File: config.mk
export PLATFORM = sky130hd
export DESIGN_NAME = iecb_bank
export DESIGN_NICKNAME = d
export VERILOG_FILES = /design/src/core/iecb_pkg.sv /design/src/core/iecb_pin_sync.sv /design/src/core/iecb_bank.sv
export SDC_FILE = /design/constraint.sdc
export NUM_CORES = 1
export LEC_CHECK = 0
export ABC_AREA = 1
export BUFFER_PORTS_ARGS = -buffer_cell sky130_fd_sc_hd__buf_4
export CAP_MARGIN = 20
export CORE_MARGIN = 2
export CORE_UTILIZATION = 40
export CTS_BUF_LIST = sky130_fd_sc_hd__clkbuf_4
export CTS_CLUSTER_DIAMETER = 200
export DETAILED_ROUTE_END_ITERATION = 12
export PLACE_DENSITY_LB_ADDON = 0.2
export SYNTH_ARGS = -nofsm -noshare
export SYNTH_HDL_FRONTEND = slang
export SYNTH_HIERARCHICAL = 1
export SYNTH_SLANG_ARGS = --single-unit
File: constraint.sdc
create_clock -name i_mclk -period 1.6 [get_ports i_mclk]
set_clock_uncertainty 0.05 [all_clocks]
set_input_delay 0 -clock i_mclk [delete_from_list [all_inputs] [get_ports i_mclk]]
set_output_delay 0 -clock i_mclk [all_outputs]
set_load 0.1 [all_outputs]
File: src/core/iecb_pkg.sv
// Shared constants and carriers for the event capture bank
package iecb_pkg;

  // Bus and register widths
  localparam int unsigned ADDR_W = 32;
  localparam int unsigned DATA_W = 32;

  // Register byte addresses, one aligned word each
  localparam logic [ADDR_W-1:0] OFF_CTRL   = 32'h0001_D300;  // Soft reset control
  localparam logic [ADDR_W-1:0] OFF_EVENT  = 32'h0001_D304;  // Sticky event status
  localparam logic [ADDR_W-1:0] OFF_FRESH  = 32'h0001_D308;  // Fresh event capture
  localparam logic [ADDR_W-1:0] OFF_ENABLE = 32'h0001_D30C;  // Event enable mask
  localparam logic [ADDR_W-1:0] OFF_INTST  = 32'h0001_D310;  // Interrupt status snapshot

  // Event bit positions
  localparam int unsigned BIT_BOOT_GOOD  = 23;
  localparam int unsigned BIT_NO_ACK     = 26;
  localparam int unsigned BIT_COLLISION  = 27;
  localparam int unsigned BIT_TXN_TO     = 28;
  localparam int unsigned BIT_BYTE_TO    = 29;
  localparam int unsigned BIT_CLK_LOW_TO = 30;
  localparam int unsigned BIT_ARB_TO     = 31;

  // Soft reset bit in the control word
  localparam int unsigned BIT_SOFT_RESET = 0;

  // Event bits this bank implements; all others are reserved and read zero
  localparam logic [DATA_W-1:0] EVENT_IMPL = 32'hFC80_0000;

  // Reset values
  localparam logic [DATA_W-1:0] EVENT_RST  = 32'h0000_0000;
  localparam logic [DATA_W-1:0] FRESH_RST  = 32'h0000_0000;
  localparam logic [DATA_W-1:0] ENABLE_RST = 32'hFC80_0000;
  localparam logic [DATA_W-1:0] ZERO_WORD  = 32'h0000_0000;

  // Cycles to wait after reset release before the strap is trusted
  localparam int unsigned SETTLE_W   = 3;
  localparam logic [SETTLE_W-1:0] SETTLE_CYC = 3'h4;
  localparam logic [SETTLE_W-1:0] SETTLE_ONE = 3'h1;
  localparam logic [SETTLE_W-1:0] SETTLE_RST = 3'h0;

  // Synchroniser depth for pin inputs
  localparam int unsigned SYNC_DEPTH = 3;
  localparam logic [SYNC_DEPTH-1:0] SYNC_RST = 3'h0;

  // Register bus request, one cycle per strobe
  typedef struct packed {
    logic [ADDR_W-1:0] addr;   // Byte address
    logic [DATA_W-1:0] wdata;  // Write data
    logic              wr;     // Write strobe
    logic              rd;     // Read strobe
  } iecb_req_t;

  // Event sources from the master engine and boot sequencer
  typedef struct packed {
    logic sw_txn;       // Software-initiated master transaction active
    logic boot_active;  // Boot load sequence active
    logic past_addr;    // Slave addressing phase is over
    logic boot_good;    // Boot load finished with no error, pulse
    logic no_ack;       // NACK seen from addressed slave, pulse
    logic collision;    // Arbitration lost, pulse
    logic txn_to;       // Transaction timer expired, pulse
    logic byte_to;      // Byte timer expired, pulse
    logic clk_low_to;   // Clock low timer expired, pulse
    logic arb_to;       // Arbitration timer expired, pulse
  } iecb_src_t;

  // Whole state of the register bank
  typedef struct packed {
    logic [DATA_W-1:0]   sticky;      // Sticky event status
    logic [DATA_W-1:0]   fresh;       // Events since last snapshot
    logic [DATA_W-1:0]   enable;      // Enable mask
    logic                soft_reset;  // Controller soft reset
    logic                strap_done;  // Power-up strap handled
    logic [SETTLE_W-1:0] settle;      // Settle counter after reset
    logic [DATA_W-1:0]   rdata;       // Read answer
    logic                irq;         // Interrupt level
  } iecb_state_t;

  // Whole state of the pin synchroniser
  typedef struct packed {
    logic [SYNC_DEPTH-1:0] pipe;   // Three-stage capture chain
    logic                  level;  // Filtered level
  } iecb_sync_t;

endpackage : iecb_pkg

File: src/core/iecb_pin_sync.sv
`timescale 1ns/10ps
// Three-stage pin synchroniser with agreement filter
module iecb_pin_sync (
  input  wire logic i_mclk,   // Core clock
  input  wire logic i_rst_n,  // Asynchronous reset, active low
  input  wire logic i_ce,     // Clock enable, freezes state when low
  input  wire logic i_pin,    // Raw pin level
  output logic      o_level   // Filtered level
);
  import iecb_pkg::*;

  iecb_sync_t s_q;  // Registered state
  iecb_sync_t s_d;  // Next state

  // Shift the pin in; the level moves only when stages two and three agree
  always_comb begin
    s_d      = s_q;
    s_d.pipe = {s_q.pipe[SYNC_DEPTH-2:0], i_pin};
    // Stage one feeds stage two only; the filter looks at two and three
    if (s_q.pipe[1] == s_q.pipe[2]) begin
      s_d.level = s_q.pipe[2];
    end
  end

  // State register
  always_ff @(posedge i_mclk or negedge i_rst_n) begin
    if (!i_rst_n) begin
      s_q.pipe  <= SYNC_RST;
      s_q.level <= 1'b0;
    end else if (i_ce) begin
      s_q <= s_d;
    end
  end

  assign o_level = s_q.level;

endmodule : iecb_pin_sync

File: src/core/iecb_bank.sv
`timescale 1ns/10ps
// How it works
// RULE1: Boot sequence done cleanly sets boot-good
// RULE2: Boot load disabled at power up sets boot-good
// RULE3: NACK in software master transaction sets bit
// RULE4: NACK, collision, clock-low also set during boot
// RULE5: Arbitration lost after addressing sets collision
// RULE6: Transaction timer expiry in software transaction
// RULE7: Byte timer expiry in software transaction
// RULE8: Clock held low timer expiry sets bit
// RULE9: Arbitration timer expiry sets bit
// RULE10: Fresh register mirrors events since snapshot
// RULE11: Writing one sets fresh bit; zero ignored
// RULE12: Event write or snapshot clears fresh
// RULE13: Soft reset clears and blocks all events
// RULE14: Event register write-one-clear; reserved read zero
// RULE15: Enable bit gates event into interrupt status
module iecb_bank (
  input  wire logic                      i_mclk,         // Core clock, 200 MHz
  input  wire logic                      i_rst_n,        // Asynchronous reset, active low
  input  wire logic                      i_ce,           // Clock enable, freezes state when low
  input  wire iecb_pkg::iecb_req_t       i_req,          // Register bus request
  input  wire iecb_pkg::iecb_src_t       i_src,          // Event sources, same clock
  input  wire logic                      i_boot_off_pin, // Strap: boot load disabled
  output logic [iecb_pkg::DATA_W-1:0]    o_rdata,        // Read data, cycle after read
  output logic                           o_irq,          // Interrupt level, active high
  output logic                           o_soft_reset    // Soft reset level to engines
);
  import iecb_pkg::*;

  iecb_state_t s_q;        // Registered state
  iecb_state_t s_d;        // Next state
  logic        strap_lvl;  // Synchronised strap level

  // Address match for one register word
  function automatic logic hit(input logic [ADDR_W-1:0] addr,
                               input logic [ADDR_W-1:0] off);
    hit = (addr == off);
  endfunction : hit

  // Place one event flag at its bit position
  function automatic logic [DATA_W-1:0] at_bit(input logic flag,
                                               input int unsigned pos);
    logic [DATA_W-1:0] w;
    w      = ZERO_WORD;
    w[pos] = flag;
    at_bit = w;
  endfunction : at_bit

  // Strap arrives from a pin, so it is synchronised first
  iecb_pin_sync u_strap_sync (
    .i_mclk  (i_mclk),
    .i_rst_n (i_rst_n),
    .i_ce    (i_ce),
    .i_pin   (i_boot_off_pin),
    .o_level (strap_lvl)
  );

  // Decoded bus strobes
  logic wr_ctrl;    // Write to control word
  logic wr_event;   // Write to sticky event register
  logic wr_fresh;   // Write to fresh capture register
  logic wr_enable;  // Write to enable mask
  logic rd_intst;   // Read of interrupt status, takes a snapshot

  // Strobe decode
  always_comb begin
    wr_ctrl   = i_req.wr && hit(i_req.addr, OFF_CTRL);
    wr_event  = i_req.wr && hit(i_req.addr, OFF_EVENT);
    wr_fresh  = i_req.wr && hit(i_req.addr, OFF_FRESH);
    wr_enable = i_req.wr && hit(i_req.addr, OFF_ENABLE);
    rd_intst  = i_req.rd && hit(i_req.addr, OFF_INTST);
  end

  // Event qualification
  logic              in_master;   // Any master activity, software or boot
  logic              strap_fire;  // Strap says boot load is off
  logic [DATA_W-1:0] hw_set;      // Events raised by hardware this cycle

  // Qualify each source by the transaction it belongs to
  always_comb begin
    in_master  = i_src.sw_txn || i_src.boot_active;
    // Strap only trusted once the settle time has run out
    strap_fire = !s_q.strap_done && (s_q.settle == SETTLE_CYC) && strap_lvl;
    hw_set     = ZERO_WORD;
    // RULE1: clean boot finish
    hw_set     = hw_set | at_bit(i_src.boot_good, BIT_BOOT_GOOD);
    // RULE2: boot disabled strap
    hw_set     = hw_set | at_bit(strap_fire, BIT_BOOT_GOOD);
    // RULE3: NACK in transaction
    // RULE4: also during boot
    hw_set     = hw_set | at_bit(i_src.no_ack && in_master, BIT_NO_ACK);
    // RULE5: collision after addressing
    hw_set     = hw_set | at_bit(i_src.collision && i_src.past_addr && in_master,
                                 BIT_COLLISION);
    // RULE6: transaction timer expiry
    hw_set     = hw_set | at_bit(i_src.txn_to && i_src.sw_txn, BIT_TXN_TO);
    // RULE7: byte timer expiry
    hw_set     = hw_set | at_bit(i_src.byte_to && i_src.sw_txn, BIT_BYTE_TO);
    // RULE8: clock low timer expiry
    // RULE4: clock low during boot
    hw_set     = hw_set | at_bit(i_src.clk_low_to && in_master, BIT_CLK_LOW_TO);
    // RULE9: arbitration timer expiry
    hw_set     = hw_set | at_bit(i_src.arb_to && in_master, BIT_ARB_TO);
  end

  // Read answer for the addressed word
  logic [DATA_W-1:0] rd_word;  // Value for the current read

  // Read mux; unmapped addresses answer zero
  always_comb begin
    rd_word = ZERO_WORD;
    if (hit(i_req.addr, OFF_CTRL)) begin
      rd_word = at_bit(s_q.soft_reset, BIT_SOFT_RESET);
    end else if (hit(i_req.addr, OFF_EVENT)) begin
      // RULE14: reserved bits read zero
      rd_word = s_q.sticky & EVENT_IMPL;
    end else if (hit(i_req.addr, OFF_FRESH)) begin
      rd_word = s_q.fresh & EVENT_IMPL;
    end else if (hit(i_req.addr, OFF_ENABLE)) begin
      rd_word = s_q.enable & EVENT_IMPL;
    end else if (hit(i_req.addr, OFF_INTST)) begin
      // RULE15: enabled events only
      rd_word = s_q.sticky & s_q.enable;
    end
  end

  // Next-state logic for the whole bank
  always_comb begin
    s_d = s_q;

    // Settle counter runs once after reset release, then parks
    if (s_q.settle != SETTLE_CYC) begin
      s_d.settle = s_q.settle + SETTLE_ONE;
    end

    // Strap handled once; held pending while soft reset blocks events
    if (!s_q.strap_done && (s_q.settle == SETTLE_CYC) && !s_q.soft_reset) begin
      s_d.strap_done = 1'b1;
    end

    // Control word write
    if (wr_ctrl) begin
      s_d.soft_reset = i_req.wdata[BIT_SOFT_RESET];
    end

    // Enable mask write
    if (wr_enable) begin
      s_d.enable = i_req.wdata & EVENT_IMPL;
    end

    if (s_q.soft_reset) begin
      // RULE13: clear and block
      s_d.sticky = EVENT_RST;
      s_d.fresh  = FRESH_RST;
    end else begin
      // RULE14: write one clears
      if (wr_event) begin
        s_d.sticky = s_q.sticky & ~(i_req.wdata & EVENT_IMPL);
      end
      // RULE12: clear on write or snapshot
      if (wr_event || rd_intst) begin
        s_d.fresh = FRESH_RST;
      end
      // RULE11: write one sets
      if (wr_fresh) begin
        s_d.fresh = s_d.fresh | (i_req.wdata & EVENT_IMPL);
      end
      // Hardware sets come last, so a set beats a same-cycle clear
      s_d.sticky = s_d.sticky | hw_set;
      // RULE10: fresh mirrors new events
      s_d.fresh  = s_d.fresh | hw_set;
    end

    // Read data stands only in the cycle after the strobe
    s_d.rdata = i_req.rd ? rd_word : ZERO_WORD;

    // RULE15: enable gates interrupt
    s_d.irq = |(s_d.sticky & s_d.enable);
  end

  // State register; reset loads constants only
  always_ff @(posedge i_mclk or negedge i_rst_n) begin
    if (!i_rst_n) begin
      s_q.sticky     <= EVENT_RST;
      s_q.fresh      <= FRESH_RST;
      s_q.enable     <= ENABLE_RST;
      s_q.soft_reset <= 1'b0;
      s_q.strap_done <= 1'b0;
      s_q.settle     <= SETTLE_RST;
      s_q.rdata      <= ZERO_WORD;
      s_q.irq        <= 1'b0;
    end else if (i_ce) begin
      s_q <= s_d;
    end
  end

  // Outputs come straight from the state register
  assign o_rdata      = s_q.rdata;
  assign o_irq        = s_q.irq;
  assign o_soft_reset = s_q.soft_reset;

endmodule : iecb_bank

Yosys cells after proc, flatten, opt, wreduce, memory -nomap -nowiden
Index checks and enable logic that the tools add are counted.
{"block": "op_classes", "n_addsub": 1, "n_eq_ne": 8, "muxes": 14, "bitwise_logic": 14, "reduce_logical": 24}
{"op": "$mux 32", "count": 13}
{"op": "$eq 32x17->1 const B", "count": 5}
{"op": "$and 32x32->32", "count": 3}
{"op": "$or 32x32->32", "count": 3}
{"op": "$mux 64", "count": 1}
{"op": "$not 32->32", "count": 1}
{"op": "$or 31x32->32", "count": 1}
{"op": "$reduce_or 32->1", "count": 1}
{"op": "$or 30x31->31", "count": 1}
{"op": "$or 29x30->30", "count": 1}
{"op": "$or 28x29->29", "count": 1}
{"op": "$or 27x28->28", "count": 1}
{"op": "$or 24x27->27", "count": 1}
{"op": "$or 24x24->24", "count": 1}
{"op": "$logic_and 1x1->1", "count": 15}
{"op": "$reduce_and 2->1", "count": 4}
{"op": "$add 3x1->3 const B", "count": 1}
{"op": "$eq 3x3->1 const B", "count": 1}
{"op": "$ne 3x3->1 const B", "count": 1}
{"op": "$logic_not 1->1", "count": 2}
{"op": "$logic_or 1x1->1", "count": 2}
{"op": "$eq 1x1->1", "count": 1}
{"block": "totals", "register_bits": 138, "out_inout_bits": 34, "word_cells": 71}

Logic depth before layout (Yosys ltp)
{"block": "depth", "word_depth": 14, "depth_mapped": 14, "mapped_depth_nobuf": 13}

Cells and area by module
Netlist, hierarchy kept.
{"mod": "iecb_bank", "n_inst": 1, "cells_each": 706, "area_each_um2": 5542.8}
{"mod": "iecb_pin_sync", "n_inst": 1, "cells_each": 20, "area_each_um2": 163.9}

Worst setup path after synthesis
No wires, ideal clock.
{"block": "synth_path", "path_type": "register to register", "start": "register s_q (netlist bit o_soft_reset)", "end": "register s_q (netlist bit o_irq)", "setup_ns": 0.124, "arrival_ns": 1.723, "required_time_ns": 1.426, "setup_slack_ns": -0.298, "path_stages_with_launch": 7, "synth_period_minus_slack_ns": 1.898, "cell_sequence": "dfrtp_1 -> inv_1 -> buf_1 -> nand3b_1 -> nand2_1 -> nor2_1 -> a21oi_1"}
{"block": "synth_via", "elab_chain_cells": 3}
{"item": "from (decl)", "line_no": "iecb_bank.sv:31", "text": "iecb_state_t s_q;"}
{"item": "$mux 64", "line_no": "iecb_bank.sv:152", "text": "if (s_q.soft_reset) begin"}
{"item": "$and 32x32->32", "line_no": "iecb_bank.sv:179", "text": "s_d.irq = |(s_d.sticky & s_d.enable);"}
{"item": "$reduce_or 32->1", "line_no": "iecb_bank.sv:179"}
Every way passes these cells.
A chain may end at the register's enable or synchronous reset.

Worst setup path in the final report
{"block": "layout_path", "start": "input i_req[1] (netlist bit)", "end": "register s_q[100] (netlist bit)"}
{"block": "layout_via", "elab_chain_cells": 9}
{"item": "from (decl)", "line_no": "iecb_bank.sv:22", "text": "input wire iecb_pkg::iecb_req_t i_req,"}
{"item": "$logic_and 1x1->1", "line_no": "iecb_bank.sv:69", "text": "wr_event = i_req.wr && hit(i_req.addr, OFF_EVENT);"}
{"item": "$logic_or 1x1->1", "line_no": "iecb_bank.sv:162", "text": "if (wr_event || rd_intst) begin"}
{"item": "$mux 32", "line_no": "iecb_bank.sv:162"}
{"item": "$mux 32", "line_no": "iecb_bank.sv:152"}
{"item": "$or 32x32->32", "line_no": "iecb_bank.sv:167", "text": "s_d.fresh = s_d.fresh | (i_req.wdata & EVENT_IMPL);"}
{"item": "$mux 32 *", "line_no": "iecb_bank.sv:166", "text": "if (wr_fresh) begin"}
{"item": "$mux 32 *", "line_no": "iecb_bank.sv:152"}
{"item": "$or 32x32->32 *", "line_no": "iecb_bank.sv:172", "text": "s_d.fresh = s_d.fresh | hw_set;"}
{"item": "$mux 64 *", "line_no": "iecb_bank.sv:152"}
Every way passes the cells marked *; elsewhere a longest branch is shown, timed or not. The select of a mux whose other input is x is not followed.

==> run_results.csv <==
group,metric,value,unit
grt,wire_length_of_the_first_global_routing_pass,23.5,mm
finish,diodes,0,
worst_setup_path,worst_r2r_path_depth,4,
clock_tree,clk_root_buffer_cell,"clkbuf_4",
worst_setup_path,r2r_slack,0.05,ns
worst_setup_path,reg2reg_from,"o_soft_reset",
detailed_routing,drtAntennaViolNets,0,
clock_tree,worst_setup_hold_path_clk_slew,0.10,ns
sta,fin_crit_period,1.60,ns
sta,final.setup.tns,-0.000913,ns
run_status,failed_checks,"hold timing, setup timing",
synthesis,netlist.top_cell.by_area,"dfrtp_1",
grt,grt_usage,0.201,
clock_tree,clk-insertion-delay-late,0.51,ns
sta,count_of_final_hold_check_violations,2,
die,top_level_ports,114,
worst_setup_path,cp-startpoint,"i_req[1]",
worst_setup_path,r2r_end,"o_rdata[0]",
detailed_routing,routed.top_layer,"met4",
synthesis,netlist_area_before_placement,5710,sq um
power,leakagePower,4.28,nW
grt,grt_max_degree,57,
synthesis,sequential_share_of_the_synthesized_area,0.497,
clock_tree,tritoncts,"built",
sta,finalCritPeriodShare,1.00,
finish,nNetsFinal,974,
synthesis,post_synth_inst_count,726,
power,power.sequential.fraction,0.519,
finish,finalInstanceArea,7630,sq um
detailed_routing,route.detailed.wl_per_inst,13.2,um
place,detailedPlacementHpwl,9.63,mm
clock_tree,htree_levels,4,
finish,finalNonFillerCells,1085,
grt,overflow,0,
synthesis,ys_warn_count,6,
hold_path,min_delay_worst_endpoint,"o_rdata[28]",
run_status,outcome,"complete, but fails checks",
power,power_switching,1.59,mW
die,initial_utilization,0.410,
clock_tree,numCtsBuffers,17,
worst_setup_path,worstSetupPathType,"input port to register",
worst_setup_path,endpoint_kind,"register",
synthesis,synth-seq-cells,113,
place,dpl-instance-area,6620,sq um
finish,areaGrowthSynthToFinish,33.7,%
detailed_routing,route.met3.wl,637,um
worst_setup_path,critPathRequiredTime,1.95,ns
clock_tree,cts-root-to-sink-buffers,2,
hold_path,hold_path.startpoint,"i_req[62]",
die,fp.dieW,123,um
worst_setup_path,path_max_fanout,12,
detailed_routing,routed_wire_length,14.3,mm
grt,number_of_antenna_violations_at_the_first_check_in_global_routing,0,
die,placeableCoreArea,13900,sq um
detailed_routing,wl_met1,6.34,mm
synthesis,netlist_cell_types,37,
power,power_density,784,nW/um^2
sta,grt_setup_unrepaired,"true",
detailed_routing,drt-vias-per-instance,4.63,
place,placed_cells_incl_taps,984,
clock_tree,clock_sink_count,113,
detailed_routing,route.met2.wl,7.17,mm
power,p_sw_frac,0.266,
die,die_height,123,um
hold_path,hp-class,"input port to register",
synthesis,synth.avg_cell_area,7.86,sq um
place,port-buffer-count,89,
synthesis,syn_nets,808,
detailed_routing,initialDrtViolationCount,308,
sta,max_slew.worst_pin.slew,0.787,ns
sta,timing.fmax,625,MHz
sta,holdWs,-0.00935,ns
power,cell_internal_pwr,4.39,mW
die,die_area,15200,sq um
sta,final-max-slew-violation-count,0,
synthesis,synthDominantCellAreaShare,0.465,
place,place_ws,-0.0356,ns
sta,slew_headroom,0.473,
place,final_weighted_congestion_in_routability_driven_placement,0.873,
worst_setup_path,critPathArrivalTime,1.95,ns
power,irDropWorstVdd,0.485,mV
power,share_comb_of_total_power,0.141,
flow_run,timing.max_cap.violations,0,
worst_setup_path,worstSetupStartpointType,"input port",
detailed_routing,iteration_count_of_the_initial_detailed_routing_pass,4,
hold_path,timing.hold.worst_path_depth,9,
sta,finalWorstSetupSlack,-0.000913,ns
synthesis,synthTopCellsByArea,"dfrtp_1, nand2_1, inv_1",
power,power_frac_clock,0.341,
finish,share_of_cells_above_drive_strength_1,0.269,
die,number_of_rows_in_the_core_area,43,
detailed_routing,num_vias,5021,
grt,grt_pass1_vias,4983,
sta,setup_viol,1,
detailed_routing,drt_drc_violations_left,0,
-- layer usage --
layer / global-route usage / up-vias
met1: 0.251 / 2360
met4: 0.0533 / 0
li1: - / 2540
met3: 0.0470 / 11
met2: 0.348 / 110
met5: 0 / -
-- placed cells by master (no fill, tap or decap), types with 3 or more instances in the layout --
master           n
nor2_4           4
buf_12           5
dlygate4sd3_1   54
nand2_1        186
buf_4          135
nor2_2           8
inv_2            9
nand4_1          7
dfstp_2          7
nand2_2          8
clkinv_1         3
nand3b_1         4
nand3_1         56
dfrtp_1        105
o21ai_0         32
clkbuf_4        21
clkinv_2         3
nor2_1          86
inv_1          108
a21oi_1         10
o21ai_2         20
-- critical path, cell delays in order --
cell	delay, ns
dlygate4sd3_1	0.55
buf_6	0.16
inv_1	0.12
o21ai_1	0.18
inv_2	0.11
nand2_1	0.08
nand3_1	0.07
dlygate4sd3_1	0.57
nand2_1	0.06
nand2_1	0.05
-- layout make-up --
| type | count | area, sq um |
|---|---|---|
| Clock inverter | 11 | 115 |
| Tap cell | 180 | 225 |
| Multi-Input combinational cell | 446 | 2170 |
| Inverter | 118 | 443 |
| Clock buffer | 21 | 158 |
| Fill cell | 1302 | 6300 |
| Sequential cell | 113 | 2840 |
| Timing Repair Buffer | 196 | 1680 |
-- synthesized netlist by cell type (all sizes together) --
cell	number
dfrtp	106
clkbuf	10
o21ai	54
a31oi	1
a21oi	11
inv	117
nor3	4
nand4	8
o22ai	2
nand3b	5
mux2	1
nand2	196
xor2	1
nor2	99
clkinv	1
nand3	58
xnor2	1
dfstp	7
and2	1
ha	2
or2	1
a22o	1
buf	39
-- stage by stage --
step                total power [mW]  utilization
global placement                3.81        0.475
floorplan                       3.50            -
global route                    6.33        0.548
CTS                             6.02        0.534
detailed placement              3.84        0.475
finish                          5.98        0.548
-- worst max-delay path by stage --
stage	slack [ns]	to	cells after the start
detailed placement	-0.04	o_irq	14
global route	-0.06	o_irq	12
CTS	0.004	o_rdata[3]	7
floorplan	0.02	o_rdata[0]	4
finish	-0.0009	s_q[100]	10
global placement	0.01	o_irq	14
-- state kept, by name, indices dropped and copies added, names as in the netlist --
name and flops:
s_q 75, o_rdata 32, u_strap_sync/s_d 2, o_irq 1
o_soft_reset 1, u_strap_sync/o_level 1, u_strap_sync/s_q 1
-- kinds of logic (layout without fill, tap and decap cells) --
kind of cell             count (synthesis)  in the layout  synth area share
XOR/XNOR                                 2              2           0.00307
buffers and inverters                  167            346             0.135
AO/OA/AOI/OAI                           69             69            0.0750
flip-flops                             113            113             0.497
adder cells (fa/ha/maj)                  2              2           0.00438
AND/OR/NAND/NOR                        372            372             0.283
multiplexers                             1              1           0.00197
-- timing repair --
item	CTS	global route
hold buffers	55	2
setup endpoints to repair	0	12
gates resized for setup	0	26
hold endpoints to repair	148	2
setup buffers	0	15
-- power by group through the flow --
stage,registers [mW],logic [mW],clock network (mW)
after CTS,3.10,0.807,2.12
after detailed placement,3.15,0.687,0
final,3.10,0.841,2.04
after floorplan,3.13,0.374,0
after global placement,3.15,0.663,0
after global routing,3.12,0.952,2.26
No activity file was read; power rests on OpenSTA's default activity.
